File: config.mk
export PLATFORM = sky130hd
export DESIGN_NAME = ipf_ctrl
export DESIGN_NICKNAME = d
export VERILOG_FILES = /design/src/ipf_pkg.sv /design/src/ipf_flag.sv /design/src/ipf_ctrl.sv
export VERILOG_INCLUDE_DIRS = /design/src
export SDC_FILE = /design/constraint.sdc
export NUM_CORES = 1
export LEC_CHECK = 0
export BUFFER_PORTS_ARGS = -buffer_cell sky130_fd_sc_hd__clkbuf_2
export CORE_MARGIN = 4
export CORE_UTILIZATION = 35
export CTS_CLUSTER_DIAMETER = 40
export DETAILED_ROUTE_END_ITERATION = 10
export HOLD_SLACK_MARGIN = 0.15
export MAX_ROUTING_LAYER = met4
export SLEW_MARGIN = 20
export SYNTH_ARGS = -nofsm -noshare
export SYNTH_HDL_FRONTEND = slang
export SYNTH_HIERARCHICAL = 1
export SYNTH_SLANG_ARGS = --single-unit
export TNS_END_PERCENT = 20
File: constraint.sdc
create_clock -name clk_i -period 2 [get_ports clk_i]
set_input_delay 0 -clock clk_i [delete_from_list [all_inputs] [get_ports clk_i]]
set_output_delay 0 -clock clk_i [all_outputs]
set_load 0.005 [all_outputs]
File: src/ipf_defs.svh
// Offsets, field positions, reset values and counts of the priority block
`ifndef IPF_DEFS_SVH
`define IPF_DEFS_SVH

// Register offsets (chosen, byte addresses on the plain port)
`define IPF_OFS_PRIO_A 4'h0
`define IPF_OFS_PRIO_B 4'h1
`define IPF_OFS_FLAGS 4'h2
`define IPF_OFS_SENSE 4'h3
`define IPF_OFS_SOURCE 4'h4

// Reset values
`define IPF_RST_PRIO 8'h00
`define IPF_RST_FLAGS 6'h00
`define IPF_RST_SENSE 6'h00

// Field positions in priority_select_a
`define IPF_A_EXT0 7
`define IPF_A_EXT1 6
`define IPF_A_EXT2_3 5
`define IPF_A_EXT4_5 4
`define IPF_A_WDT_CONV 3
`define IPF_A_WIDE0 2
`define IPF_A_WIDE1 1
`define IPF_A_WIDE2 0

// Field positions in priority_select_b
`define IPF_B_NARROW0_1 7
`define IPF_B_NARROW2_3 6
`define IPF_B_SERIAL0 3
`define IPF_B_SERIAL1 2

// Source count and number of external request pins
`define IPF_NSRC 21
`define IPF_NEXT 6

`endif

File: src/ipf_pkg.sv
// Types shared by the priority and request flag logic
`default_nettype none
package ipf_pkg;
  typedef logic [7:0] ipf_byte_t;
  typedef logic [4:0] ipf_idx_t;
  typedef logic [20:0] ipf_src_t;
endpackage
`default_nettype wire

File: src/ipf_flag.sv
// One external request flag with level or falling-edge setting
`default_nettype none
module ipf_flag (
  input wire logic clk_i,    // System clock
  input wire logic rstn_i,   // Async reset, active low
  input wire logic stby_i,   // Hardware standby clear
  input wire logic pin_i,    // Synchronised pin level
  input wire logic sense_i,  // 0 level, 1 falling edge
  input wire logic clr_sw_i, // Software zero write after read
  input wire logic ack_i,    // Exception handling done
  output logic flag_o        // Request flag
);
  import ipf_pkg::*;

  typedef struct packed {
    logic flag;
    logic pin_d;
  } ipf_flag_st_t;

  ipf_flag_st_t st_reg;
  ipf_flag_st_t st_next;
  logic set_ev;
  logic clr_ev;

  // Setting wins over any clear but standby in the same cycle
  always_comb begin
    st_next = st_reg;
    st_next.pin_d = pin_i;
    set_ev = sense_i ? (st_reg.pin_d & ~pin_i) : ~pin_i;
    clr_ev = clr_sw_i
      | (ack_i & sense_i)
      | (ack_i & ~sense_i & pin_i);
    if (stby_i) begin
      st_next.flag = 1'b0;
    end else if (set_ev) begin
      st_next.flag = 1'b1;
    end else if (clr_ev) begin
      st_next.flag = 1'b0;
    end
  end

  // Idle pin is high, so the edge history starts high
  always_ff @(posedge clk_i or negedge rstn_i) begin
    if (!rstn_i) begin
      st_reg <= '{flag: 1'b0, pin_d: 1'b1};
    end else begin
      st_reg <= st_next;
    end
  end

  assign flag_o = st_reg.flag;

  chk_edge_sets: assert property (@(posedge clk_i) disable iff (!rstn_i)
    (!stby_i && sense_i && st_reg.pin_d && !pin_i) |=> flag_o)
    else $error("falling edge did not set flag");
  chk_sw_clear: assert property (@(posedge clk_i) disable iff (!rstn_i)
    (clr_sw_i && !set_ev) |=> !flag_o)
    else $error("software clear ignored");
endmodule
`default_nettype wire

File: src/ipf_ctrl.sv
// Interrupt priority select registers, request flags and arbitration
//
// Notes on behaviour
// - Select A bit 7 sets ext0 level
// - Select A bit 6 sets ext1 level
// - Select A bit 5 sets ext2,3 level
// - Select A bit 4 sets ext4,5 level
// - Select A bit 3: watchdog and converter
// - Select A bit 2: wide timer 0
// - Select B bit 7: narrow timers 0,1
// - Select B bit 6: narrow timers 2,3
// - Select B bit 3: serial channel 0
// - Select B bit 2: serial channel 1
// - Select B bits 5,4,1,0 plain storage
// - Both selects clear on reset, standby
// - Flags clear on reset and standby
// - Flag bits 7,6 read zero, ignore writes
// - Flag sets on low level or fall
// - Zero write after reading one clears
// - Level mode: clears on handling, pin high
// - Edge mode: clears on handling
// - Sense 0 level, sense 1 falling edge
// - Same level: smaller vector wins
//
// Design decisions made here: the address map and strobed register access.
`include "ipf_defs.svh"
`default_nettype none
module ipf_ctrl (
  input wire logic clk_i,              // System clock 250 MHz
  input wire logic rstn_i,             // Async reset, active low
  input wire logic stby_i,             // Hardware standby
  input wire logic [3:0] addr_i,       // Register address
  input wire ipf_pkg::ipf_byte_t wdata_i, // Write data
  input wire logic wr_i,               // Write strobe
  input wire logic rd_i,               // Read strobe
  output ipf_pkg::ipf_byte_t rdata_o,  // Read data, one cycle later
  input wire logic [5:0] ext_n_i,      // External request pins, low
  input wire logic [14:0] per_req_i,   // Peripheral request levels
  input wire logic ack_i,              // Exception handling taken
  input wire ipf_pkg::ipf_idx_t ack_idx_i, // Source handled
  output logic req_o,                  // A request is pending
  output ipf_pkg::ipf_idx_t idx_o,     // Winning source index
  output logic lvl_o                   // Winner's priority level
);
  import ipf_pkg::*;

  // ----------------------------------------------------------------
  // State
  // ----------------------------------------------------------------
  // Source index order follows vector order: ext0..5, watchdog,
  // converter, wide timers 0..2 (3 each), narrow timer pairs 0,1 and
  // 2,3 (one line per pair), serial 0 and 1 (lumped, one each).
  typedef struct packed {
    ipf_byte_t prio_a;
    ipf_byte_t prio_b;
    logic [5:0] sense;
    logic [5:0] seen;      // Flags read as one since last clear
    logic [5:0] pin_s1;
    logic [5:0] pin_s2;
    ipf_byte_t rdata;
    logic req;
    ipf_idx_t idx;
    logic lvl;
  } ipf_st_t;

  ipf_st_t st_reg;
  ipf_st_t st_next;
  logic [5:0] flags;
  logic [5:0] clr_sw;
  logic [5:0] ack_ext;
  ipf_src_t pend;
  ipf_src_t lvl_map;
  ipf_src_t hi_pend;
  ipf_src_t use_pend;
  logic found;
  ipf_idx_t win;

  // ----------------------------------------------------------------
  // Request flags, one per external pin
  // ----------------------------------------------------------------
  // Pins come from outside, so the flag logic reads only the second
  // synchroniser stage.
  genvar gi;
  generate
    for (gi = 0; gi < `IPF_NEXT; gi++) begin : g_flag
      assign clr_sw[gi] = wr_i && (addr_i == `IPF_OFS_FLAGS)
        && !wdata_i[gi] && st_reg.seen[gi];
      assign ack_ext[gi] = ack_i && (ack_idx_i == ipf_idx_t'(gi));
      ipf_flag u_flag (
        .clk_i(clk_i),
        .rstn_i(rstn_i),
        .stby_i(stby_i),
        .pin_i(st_reg.pin_s2[gi]),
        .sense_i(st_reg.sense[gi]),
        .clr_sw_i(clr_sw[gi]),
        .ack_i(ack_ext[gi]),
        .flag_o(flags[gi])
      );
    end
  endgenerate

  // ----------------------------------------------------------------
  // Level of each source from the select registers
  // ----------------------------------------------------------------
  always_comb begin
    lvl_map = '0;
    lvl_map[0] = st_reg.prio_a[`IPF_A_EXT0];
    lvl_map[1] = st_reg.prio_a[`IPF_A_EXT1];
    lvl_map[2] = st_reg.prio_a[`IPF_A_EXT2_3];
    lvl_map[3] = st_reg.prio_a[`IPF_A_EXT2_3];
    lvl_map[4] = st_reg.prio_a[`IPF_A_EXT4_5];
    lvl_map[5] = st_reg.prio_a[`IPF_A_EXT4_5];
    lvl_map[6] = st_reg.prio_a[`IPF_A_WDT_CONV];
    lvl_map[7] = st_reg.prio_a[`IPF_A_WDT_CONV];
    lvl_map[10:8] = {3{st_reg.prio_a[`IPF_A_WIDE0]}};
    lvl_map[13:11] = {3{st_reg.prio_a[`IPF_A_WIDE1]}};
    lvl_map[16:14] = {3{st_reg.prio_a[`IPF_A_WIDE2]}};
    lvl_map[17] = st_reg.prio_b[`IPF_B_NARROW0_1];
    lvl_map[18] = st_reg.prio_b[`IPF_B_NARROW2_3];
    lvl_map[19] = st_reg.prio_b[`IPF_B_SERIAL0];
    lvl_map[20] = st_reg.prio_b[`IPF_B_SERIAL1];
  end

  // ----------------------------------------------------------------
  // Arbitration: level 1 first, then the lowest index
  // ----------------------------------------------------------------
  // Each narrow timer pair has its own slot, so both pair selects
  // steer a source of their own and never share an index.
  always_comb begin
    pend = {per_req_i, flags};
    hi_pend = pend & lvl_map;
    use_pend = (hi_pend != '0) ? hi_pend : pend;
    found = 1'b0;
    win = '0;
    for (int i = 0; i < `IPF_NSRC; i++) begin
      if (!found && use_pend[i]) begin
        found = 1'b1;
        win = ipf_idx_t'(i);
      end
    end
  end

  // ----------------------------------------------------------------
  // Register port and next state
  // ----------------------------------------------------------------
  always_comb begin
    st_next = st_reg;
    st_next.pin_s1 = ext_n_i;
    st_next.pin_s2 = st_reg.pin_s1;
    st_next.rdata = 8'h00;
    st_next.req = found;
    st_next.idx = win;
    st_next.lvl = found && (hi_pend != '0);
    // A read of one arms the later zero write
    if (rd_i && addr_i == `IPF_OFS_FLAGS) begin
      st_next.seen = st_reg.seen | flags;
    end
    st_next.seen = st_next.seen & ~clr_sw & flags;
    if (wr_i) begin
      if (addr_i == `IPF_OFS_PRIO_A) begin
        st_next.prio_a = wdata_i;
      end else if (addr_i == `IPF_OFS_PRIO_B) begin
        st_next.prio_b = wdata_i;
      end else if (addr_i == `IPF_OFS_SENSE) begin
        st_next.sense = wdata_i[5:0];
      end
    end
    if (rd_i) begin
      if (addr_i == `IPF_OFS_PRIO_A) begin
        st_next.rdata = st_reg.prio_a;
      end else if (addr_i == `IPF_OFS_PRIO_B) begin
        st_next.rdata = st_reg.prio_b;
      end else if (addr_i == `IPF_OFS_FLAGS) begin
        st_next.rdata = {2'b00, flags};
      end else if (addr_i == `IPF_OFS_SENSE) begin
        st_next.rdata = {2'b00, st_reg.sense};
      end else if (addr_i == `IPF_OFS_SOURCE) begin
        st_next.rdata = {st_reg.req, st_reg.lvl, 1'b0, st_reg.idx};
      end
    end
    // Standby clears the selects; software can not touch them then
    if (stby_i) begin
      st_next.prio_a = `IPF_RST_PRIO;
      st_next.prio_b = `IPF_RST_PRIO;
      st_next.sense = `IPF_RST_SENSE;
      st_next.seen = `IPF_RST_FLAGS;
    end
  end

  // All state moves on one edge; pins idle high at reset
  always_ff @(posedge clk_i or negedge rstn_i) begin
    if (!rstn_i) begin
      st_reg <= '{prio_a: `IPF_RST_PRIO, prio_b: `IPF_RST_PRIO,
                  sense: `IPF_RST_SENSE, seen: `IPF_RST_FLAGS,
                  pin_s1: 6'h3f, pin_s2: 6'h3f, rdata: 8'h00,
                  req: 1'b0, idx: 5'h00, lvl: 1'b0};
    end else begin
      st_reg <= st_next;
    end
  end

  assign rdata_o = st_reg.rdata;
  assign req_o = st_reg.req;
  assign idx_o = st_reg.idx;
  assign lvl_o = st_reg.lvl;

  // ----------------------------------------------------------------
  // Checks
  // ----------------------------------------------------------------
  chk_flag_top_zero: assert property (@(posedge clk_i) disable iff (!rstn_i)
    $past(rd_i && addr_i == `IPF_OFS_FLAGS) |-> rdata_o[7:6] == 2'b00)
    else $error("reserved flag bits read non-zero");
  chk_prio_a_wr: assert property (@(posedge clk_i) disable iff (!rstn_i)
    (wr_i && addr_i == `IPF_OFS_PRIO_A && !stby_i) ##1
    (rd_i && addr_i == `IPF_OFS_PRIO_A && !stby_i) |=>
    rdata_o == $past(wdata_i, 2))
    else $error("select A did not read back");
  chk_standby_clr: assert property (@(posedge clk_i) disable iff (!rstn_i)
    stby_i |=> st_reg.prio_a == 8'h00 && st_reg.prio_b == 8'h00)
    else $error("standby left a select set");
  chk_one_wr_keeps: assert property (@(posedge clk_i) disable iff (!rstn_i)
    (wr_i && addr_i == `IPF_OFS_FLAGS && wdata_i[0] && flags[0]
     && !stby_i && !ack_ext[0]) |=> flags[0])
    else $error("writing one cleared a flag");
  chk_high_first: assert property (@(posedge clk_i) disable iff (!rstn_i)
    (hi_pend != '0) |=> req_o && lvl_o)
    else $error("level 1 request not favoured");
  chk_low_index: assert property (@(posedge clk_i) disable iff (!rstn_i)
    (hi_pend == '0 && pend[0]) |=> req_o && idx_o == 5'h00)
    else $error("smaller vector not favoured");
  chk_level_set: assert property (@(posedge clk_i) disable iff (!rstn_i)
    (!stby_i && !st_reg.sense[1] && !st_reg.pin_s2[1]) |=> flags[1])
    else $error("low level did not set flag");
  chk_edge_ack: assert property (@(posedge clk_i) disable iff (!rstn_i)
    (!stby_i && st_reg.sense[2] && ack_ext[2] && st_reg.pin_s2[2])
    |=> !flags[2])
    else $error("handling did not clear edge flag");
  chk_level_ack: assert property (@(posedge clk_i) disable iff (!rstn_i)
    (!stby_i && !st_reg.sense[3] && ack_ext[3] && st_reg.pin_s2[3])
    |=> !flags[3])
    else $error("handling did not clear level flag");
  chk_reserved_b: assert property (@(posedge clk_i) disable iff (!rstn_i)
    lvl_map[20:17] == {st_reg.prio_b[`IPF_B_SERIAL1],
    st_reg.prio_b[`IPF_B_SERIAL0], st_reg.prio_b[`IPF_B_NARROW2_3],
    st_reg.prio_b[`IPF_B_NARROW0_1]})
    else $error("reserved select bits steer priority");

  // ----------------------------------------------------------------
  // Lone source checks
  // ----------------------------------------------------------------
  // With a single source pending, the winner must be that source and
  // its level the select bit that was in force one cycle before.

  chk_lone_ext0: assert property (
    @(posedge clk_i) disable iff (!rstn_i)
    pend == 21'h000001 |=> idx_o == 5'h00
    && lvl_o == $past(st_reg.prio_a[`IPF_A_EXT0]))
    else $error("ext0 level not from its select bit");

  chk_lone_ext1: assert property (
    @(posedge clk_i) disable iff (!rstn_i)
    pend == 21'h000002 |=> idx_o == 5'h01
    && lvl_o == $past(st_reg.prio_a[`IPF_A_EXT1]))
    else $error("ext1 level not from its select bit");

  chk_lone_ext2: assert property (
    @(posedge clk_i) disable iff (!rstn_i)
    pend == 21'h000004 |=> idx_o == 5'h02
    && lvl_o == $past(st_reg.prio_a[`IPF_A_EXT2_3]))
    else $error("ext2 level not from its select bit");

  chk_lone_ext4: assert property (
    @(posedge clk_i) disable iff (!rstn_i)
    pend == 21'h000010 |=> idx_o == 5'h04
    && lvl_o == $past(st_reg.prio_a[`IPF_A_EXT4_5]))
    else $error("ext4 level not from its select bit");

  chk_lone_wdog: assert property (
    @(posedge clk_i) disable iff (!rstn_i)
    pend == 21'h000040 |=> idx_o == 5'h06
    && lvl_o == $past(st_reg.prio_a[`IPF_A_WDT_CONV]))
    else $error("watchdog level not from its select bit");

  chk_lone_wide0: assert property (
    @(posedge clk_i) disable iff (!rstn_i)
    pend == 21'h000100 |=> idx_o == 5'h08
    && lvl_o == $past(st_reg.prio_a[`IPF_A_WIDE0]))
    else $error("wide timer 0 level not from its select bit");

  chk_lone_wide1: assert property (
    @(posedge clk_i) disable iff (!rstn_i)
    pend == 21'h000800 |=> idx_o == 5'h0b
    && lvl_o == $past(st_reg.prio_a[`IPF_A_WIDE1]))
    else $error("wide timer 1 level not from its select bit");

  chk_lone_wide2: assert property (
    @(posedge clk_i) disable iff (!rstn_i)
    pend == 21'h004000 |=> idx_o == 5'h0e
    && lvl_o == $past(st_reg.prio_a[`IPF_A_WIDE2]))
    else $error("wide timer 2 level not from its select bit");

  chk_lone_nar01: assert property (
    @(posedge clk_i) disable iff (!rstn_i)
    pend == 21'h020000 |=> idx_o == 5'h11
    && lvl_o == $past(st_reg.prio_b[`IPF_B_NARROW0_1]))
    else $error("narrow pair 0,1 level not from its select bit");

  chk_lone_nar23: assert property (
    @(posedge clk_i) disable iff (!rstn_i)
    pend == 21'h040000 |=> idx_o == 5'h12
    && lvl_o == $past(st_reg.prio_b[`IPF_B_NARROW2_3]))
    else $error("narrow pair 2,3 level not from its select bit");

  chk_lone_ser0: assert property (
    @(posedge clk_i) disable iff (!rstn_i)
    pend == 21'h080000 |=> idx_o == 5'h13
    && lvl_o == $past(st_reg.prio_b[`IPF_B_SERIAL0]))
    else $error("serial 0 level not from its select bit");

  chk_lone_ser1: assert property (
    @(posedge clk_i) disable iff (!rstn_i)
    pend == 21'h100000 |=> idx_o == 5'h14
    && lvl_o == $past(st_reg.prio_b[`IPF_B_SERIAL1]))
    else $error("serial 1 level not from its select bit");

  // Nothing pending must leave the request outputs quiet
  chk_idle_quiet: assert property (
    @(posedge clk_i) disable iff (!rstn_i)
    pend == '0 |=> !req_o && !lvl_o)
    else $error("request shown with nothing pending");

  // Read data stand only in the cycle after a read strobe
  chk_rdata_idle: assert property (
    @(posedge clk_i) disable iff (!rstn_i)
    !$past(rd_i) |-> rdata_o == 8'h00)
    else $error("read data shown without a read");
endmodule
`default_nettype wire

==> summary.txt, run 1 <==
outcome: finished clean
number of global-route vias before repair: 3302
setup TNS: 0 ns
Yosys reg bits: 67
Pleak: 2.07 nW
Syn Area/Cell: 9.73 um2
ranking of synthesized cells by area: dfrtp_1 36%, dfstp_2 14%, a21oi_1 4.1%
router iterations before antenna repair: 4
grt total ovfl: 0
DP HPWL: 7.88 mm
DR DRC count: 0
FP Rows: 35
total clock sinks: 67
switching part of the total power: 28.7%
Die H: 107 um
maximum buffer depth of the clock tree: 2
drt via density: 5.32
DR iter-0 viols: 182
Antenna Nets Post-Route: 0
Reg power frac: 46.5%
pre-CTS WS: -0.123 ns
initial antenna violation count: 0
Ant. Diodes: 0
Post-Route WL: 10.8 mm
fin area: 4770 um2
clock network power share: 35.8%
H-tree Lvls: 3
Final period util: 99.6%
crit path DAT: 2.23 ns
initial cell density of the core: 36.5%
relative slew slack: 70.0%
fillers: 860
top-area cell type share of the netlist area: 35.7%
CP Data Required Time: 2.24 ns
Top FF cell, synth: dfrtp_1
Worst Max-Slew Pin Slew: 0.450 ns
minimum clock period: 1.99 ns
Max-cap violations: 0
crit path kind: register to register
crit path max fanout: 4
internal power: 2.23 mW
layout cells sized above 1: 36.2%
Crit. End Element: register
Die W: 107 um
TritonCTS Buffers: 9
Skew-Pair Late Insertion Delay: 0.35 ns
Synth-to-Final Area Change: 38.9%
Hold Crit Class: input port to register
Util after Layout: 50.7%
Synthesized Nets: 397
Pwr Density: 656 nW/um2
all-layer global routing usage: 20.1%
CTS tree: done
Worst VDD drop: 0.000398 V
YS warnings: 6
dpl cells: 560
clk_skew: 0.0139 ns
Core Area: 9420 um2
RSZ-0062 raised after global routing: true
non-filler cells, final: 613
first-pass GRT wire length: 17.3 mm
CP Launch Type: register
Vias: 3264
IO buf count: 58
pins over their slew limit: 0
Post-synth EDFFs: 0
Final Net Count: 523
Cell Area, Placed: 4090 um2
io pins: 59
Fin. Hold Viols: 0
Worst-path clk slew: 0.08 ns
Final Wtd Congestion: 0.906
final setup vio count: 0
DIE AREA: 11500 um2
cell count after synthesis: 353
Gate power share: 17.7%
Net Switching: 0.899 mW
DR WL/cell: 17.5 um
fmax: 502 MHz
largest net degree at the start of global routing: 25
post-synthesis sequential area ratio: 49.5%
max reg flops: 22
root buffer cell: clkbuf_8
Yosys cell types: 56
ys async rst share: 100%
Setup WS post-layout: 0.00822 ns
dominant cell type by area after synthesis: dfrtp_1
Mapped Area: 3440 um2
==> per-stage QoR <==
stage / hold WS [ns] / power, mW
2_1_floorplan: -0.296 / 1.71
3_3_place_gp: -0.0274 / 1.94
3_5_place_dp: -0.0224 / 1.94
4_1_cts: 0.174 / 3.15
5_1_grt: 0.206 / 3.27
6_report: 0.206 / 3.13
==> Yosys cell counts, types with 3 or more instances <==
library cell and n:
nor3_1 10, clkbuf_1 13, o31ai_1 8, or4b_1 6, nor2b_1 14, a31oi_1 3, nand2_1 28, and3_1 4
nor4b_1 5, dfrtp_1 49, nor2_1 32, o21a_1 3, a21oi_1 28, mux2i_1 8, a221oi_1 4, a22oi_1 7
nor3b_1 7, inv_1 4, nor4_1 7, o21ai_0 16, nand3_1 20, buf_4 13, or3_1 5, dfstp_2 18
nand2b_1 6
==> placed cells by master, fill, tap and decap left out, types with 4 or more instances in the layout <==
cell / count
o21ai_0: 10
o21ai_2: 4
inv_1: 4
nor3_1: 10
a21oi_1: 26
a221oi_1: 4
nand2b_1: 6
nor2b_1: 14
dlygate4sd3_1: 34
dfrtp_1: 49
buf_4: 49
clkbuf_2: 56
o21ai_1: 4
nand3_1: 18
clkbuf_8: 9
or4b_1: 6
nand2_1: 28
nor3b_1: 7
nor4b_1: 5
nor2_1: 31
and3_1: 4
a22oi_1: 4
nor4_1: 5
mux2i_1: 8
dfstp_2: 18
or3_1: 5
o31ai_1: 7
buf_6: 4
==> final cells by class <==
| cell class | count | area (um2) | share of cell area, % |
|---|---|---|---|
| repair buffers | 145 | 1050 | 21.9 |
| flip-flops and latches | 67 | 1700 | 35.6 |
| multi-input cells | 251 | 1650 | 34.5 |
| clock buffers | 10 | 149 | 3.12 |
| clock inverters | 6 | 51.3 | 1.07 |
| well taps | 129 | 161 | 3.38 |
| inverters | 5 | 18.8 | 0.393 |
==> final timing paths <==
| path | start | endpoint | slack [ns] | cells after the start |
|---|---|---|---|---|
| max in group asynchronous | rstn_i | lvl_map[4] | 0.80 | 3 |
| setup reg to reg | g_flag[0].u_flag/flag_o | idx_o[0] | 0.008 | 9 |
| hold reg to reg | st_next[16] | st_reg[16] | 0.35 | 0 |
| hold / removal | per_req_i[8] | idx_o[0] | 0.21 | 4 |
| setup / recovery | g_flag[0].u_flag/flag_o | idx_o[0] | 0.008 | 9 |
| min in group asynchronous | rstn_i | st_next[18] | 0.32 | 2 |
==> kinds of logic (layout without fill, tap and decap cells) <==
group                  count (synthesis)  after routing  share of synthesized area [%]
muxes                                  9              9                           2.99
DFF                                   67             67                           49.5
AOI/OAI and AO/OA                     88             88                           17.1
and+or+nand+nor                      154            154                           24.5
buffers and inverters                 35            166                           5.97
==> critical path: stages, from the launching register on <==
cell and delay, ns:
dfrtp_1 0.42, a22oi_2 0.19, nand4_1 0.21, nor3_4 0.25, buf_6 0.15, buf_6 0.11, o21ai_2 0.05, a21oi_2 0.15
o2111ai_2 0.14, a31o_1 0.22
==> per-layer routing <==
layer / part of all wire (%) / vias up / GRT usage, %
met4: 2.1 / 0 / 6.03
met3: 6.2 / 23 / 3.79
met2: 48 / 124 / 31.5
met1: 44 / 1577 / 26.6
li1: - / 1540 / -
met5: 0 / - / -
==> power by group through the flow <==
stage / Sequential [mW] / Clock [mW] / Combinational, mW
floorplan: 1.47 / 0 / 0.233
global route: 1.46 / 1.21 / 0.603
CTS: 1.46 / 1.15 / 0.538
finish: 1.46 / 1.12 / 0.554
global placement: 1.48 / 0 / 0.459
detailed placement: 1.48 / 0 / 0.461
==> repair_timing <==
item                                    4_1_cts  5_1_grt
endpoints found under the setup margin        4        9
hold buffers                                 34        0
resized for setup                            20        9
endpoints found under the hold margin       108        0
setup buffers                                 3        0
pin swaps                                    13        5
(Power assumes the default switching activity.)
==> inputs of run 2 (changes only) <==
--- a/config.mk
+++ b/config.mk
@@ -8,14 +8,14 @@
 export LEC_CHECK = 0
 export BUFFER_PORTS_ARGS = -buffer_cell sky130_fd_sc_hd__clkbuf_2
 export CORE_MARGIN = 4
-export CORE_UTILIZATION = 35
+export CORE_UTILIZATION = 51
 export CTS_CLUSTER_DIAMETER = 40
 export DETAILED_ROUTE_END_ITERATION = 10
 export HOLD_SLACK_MARGIN = 0.15
 export MAX_ROUTING_LAYER = met4
+export PLACE_DENSITY = 0.76
 export SLEW_MARGIN = 20
 export SYNTH_ARGS = -nofsm -noshare
 export SYNTH_HDL_FRONTEND = slang
-export SYNTH_HIERARCHICAL = 1
 export SYNTH_SLANG_ARGS = --single-unit
 export TNS_END_PERCENT = 20
==> summary.txt, run 2 <==
outcome: finished with violations
failing checks: negative setup slack
CTS tree: done
Top FF cell, synth: dfrtp_1
CP Launch Type: register
Yosys cell types: 56
largest net degree at the start of global routing: 40
Cell Area, Placed: 3960 um2
Syn Area/Cell: 9.34 um2
GR Layer Usage met3: 4.42%
crit path max fanout: 7
compound-cell area share of the yosys netlist: 19.8%
final setup vio count: 3
initial antenna violation count: 0
Hold Crit Class: input port to register
Synthesized Nets: 416
fillers: 496
Skew-Pair Late Insertion Delay: 0.35 ns
DR iter-0 viols: 327
final hold slack: 0.164 ns
Worst Max-Slew Pin Slew: 0.698 ns
Die W: 90.5 um
Setup WS post-layout: -0.0510 ns
Worst path max stage delay: 0.44 ns
Vias: 3365
adder-cell share of the synthesized area: 0%
root buffer cell: clkbuf_8
Post-synth EDFFs: 0
GRT met2 Usage: 42.6%
delay-heaviest family, CP: compound AO/OA/AOI/OAI gates
ranking of synthesized cells by area: dfrtp_1 35%, dfstp_2 14%, a21oi_1 4.8%
cell count after synthesis: 372
drt via density: 5.95
crit path DAT: 2.27 ns
Pwr Density: 679 nW/um2
Pleak: 2.04 nW
Final period util: 103%
TritonCTS Buffers: 9
Worst VDD drop: 0.000596 V
Core Area: 6490 um2
Yosys reg bits: 67
DP HPWL: 7.44 mm
grt total ovfl: 0
Top Usage Layer GRT: met2
first-pass GRT wire length: 16.5 mm
layout cells sized above 1: 32.2%
Post-Route WL: 10.3 mm
Synth top cells by count: 49 x dfrtp_1, 40 x nor2_1, 38 x nand2_1
io pins: 59
Worst-path clk slew: 0.08 ns
Final Wtd Congestion: 0.965
Bufs and invs on worst path: 1
FP Rows: 29
commonest non-fill, non-tap cell in the layout: clkbuf_2
fin area: 4580 um2
DIE AREA: 8190 um2
post-synthesis sequential area ratio: 48.9%
GRT met1 Usage: 33.7%
Post-Synth XOR/XNOR Area: 0%
CP Data Required Time: 2.22 ns
clk_skew: 0.00878 ns
Fin. Hold Viols: 0
ys async rst share: 100%
Max-cap violations: 0
DR WL/cell: 18.1 um
Antenna Nets Post-Route: 0
IO buf count: 58
Multi-input gate area: 1610 um2
total clock sinks: 67
YS warnings: 0
Mapped Area: 3470 um2
area share of and/or/nand/nor cells after synthesis: 20.6%
pins over their slew limit: 0
FF+latch area: 1700 um2
dominant cell type by area after synthesis: dfrtp_1
relative slew slack: 53.5%
Die H: 90.5 um
DR DRC count: 0
commonest non-fill, non-tap cells in the layout: 57 x clkbuf_2, 49 x dfrtp_1, 38 x nor2_1, 37 x nand2_1, 34 x buf_4
initial cell density of the core: 53.5%
largest family of logic cells by synthesized area: simple AND/OR/NAND/NOR gates
router iterations before antenna repair: 5
Synth-to-Final Area Change: 31.9%
number of global-route vias before repair: 3290
crit path kind: register to register
all-layer global routing usage: 26.2%
top-count cell post-synth: dfrtp_1
top-area cell type share of the netlist area: 35.3%
RSZ-0062 raised after global routing: true
maximum buffer depth of the clock tree: 2
minimum clock period: 2.05 ns
Final Net Count: 527
multiplexer area fraction after synthesis: 4.50%
fmax: 488 MHz
crit path cell chain: a222oi_1, nand3_2, nor3_4, buf_4, o21ai_0, o21a_1, o211ai_1, o221ai_2
Crit. End Element: register
max reg flops: 22
Crit-path slowest cell: a222oi_1
H-tree Lvls: 3
[run 2: changes by cell type after synthesis, sizes merged, moves of 6 or more]
cell,delta
a31oi,+10
inv,+9
nand2,+10
nand2b,-6
nor2,+8
nor2b,-9
o21ai,+9
o31ai,-6
or4b,-6
[run 2: logic make-up after synthesis]
kind of cell / Yosys count
AO/OA/AOI/OAI: 107
buffers and inverters: 41
flip-flops: 67
multiplexers: 14
AND/OR/NAND/NOR: 143
[run 2: what timing repair did]
item	4_1_cts	5_1_grt
endpoints found under the hold margin	120	0
setup buffers	2	0
pin swaps	7	4
gates resized for setup	13	5
endpoints found under the setup margin	4	7
hold buffers	32	0
[run 2: cell type report]
class | count | share of cell area (%)
repair buffers | 127 | 19.8
diodes | 1 | 0.0546
clock buffers | 10 | 3.00
flip-flops and latches | 67 | 37.1
multi-input cells | 264 | 35.2
well taps | 77 | 2.10
clock inverters | 6 | 1.56
inverters | 14 | 1.15
[run 2: worst reg2reg max path, cell delays in order, from the launching register on]
cell      delay, ns
dfrtp_1        0.39
a222oi_1       0.44
nand3_2        0.18
nor3_4         0.20
buf_4          0.19
o21ai_0        0.10
o21a_1         0.16
o211ai_1       0.13
o221ai_2       0.13
[run 2: routing by layer]
layer | wire [um] | vias to the layer above
met2 | 5060 | 148
met1 | 4300 | 1634
li1 | - | 1565
met5 | 0 | -
met4 | 133 | 0
met3 | 754 | 18
[run 2: stage by stage]
stage	cells	total power, mW	utilization (%)	setup TNS (ns)	worst slack, ns
after floorplan	372	1.70	-	0	0.0310
after global placement	515	1.89	61.0	-0.00330	-0.00330
after detailed placement	515	1.89	61.0	-0.124	-0.0798
after CTS	565	3.12	70.2	-0.0632	-0.0308
after global routing	565	3.24	70.5	-0.679	-0.169
final	566	3.11	70.5	-0.108	-0.0510
[run 2: worst paths after layout]
check                      cells after the start    startpoint  slack [ns]                      end
max in group asynchronous                      3        rstn_i        1.27              st_next[18]
max reg2reg                                    8   lvl_map[18]       -0.05                 idx_o[1]
min                                            5  ack_idx_i[1]        0.16  g_flag[2].u_flag.flag_o
min reg2reg                                    0   st_next[20]        0.36               st_reg[20]
min in group asynchronous                      3        rstn_i        0.19               st_reg[33]
max                                            8   lvl_map[18]       -0.05                 idx_o[1]
[run 2: power breakdown]
part / internal, mW / total, mW / leakage [nW] / switching, mW
Combinational: 0.230 / 0.508 / 1.09 / 0.277
Clock: 0.620 / 1.16 / 0.0995 / 0.542
Sequential: 1.42 / 1.44 / 0.853 / 0.0263
Total: 2.27 / 3.11 / 2.04 / 0.845
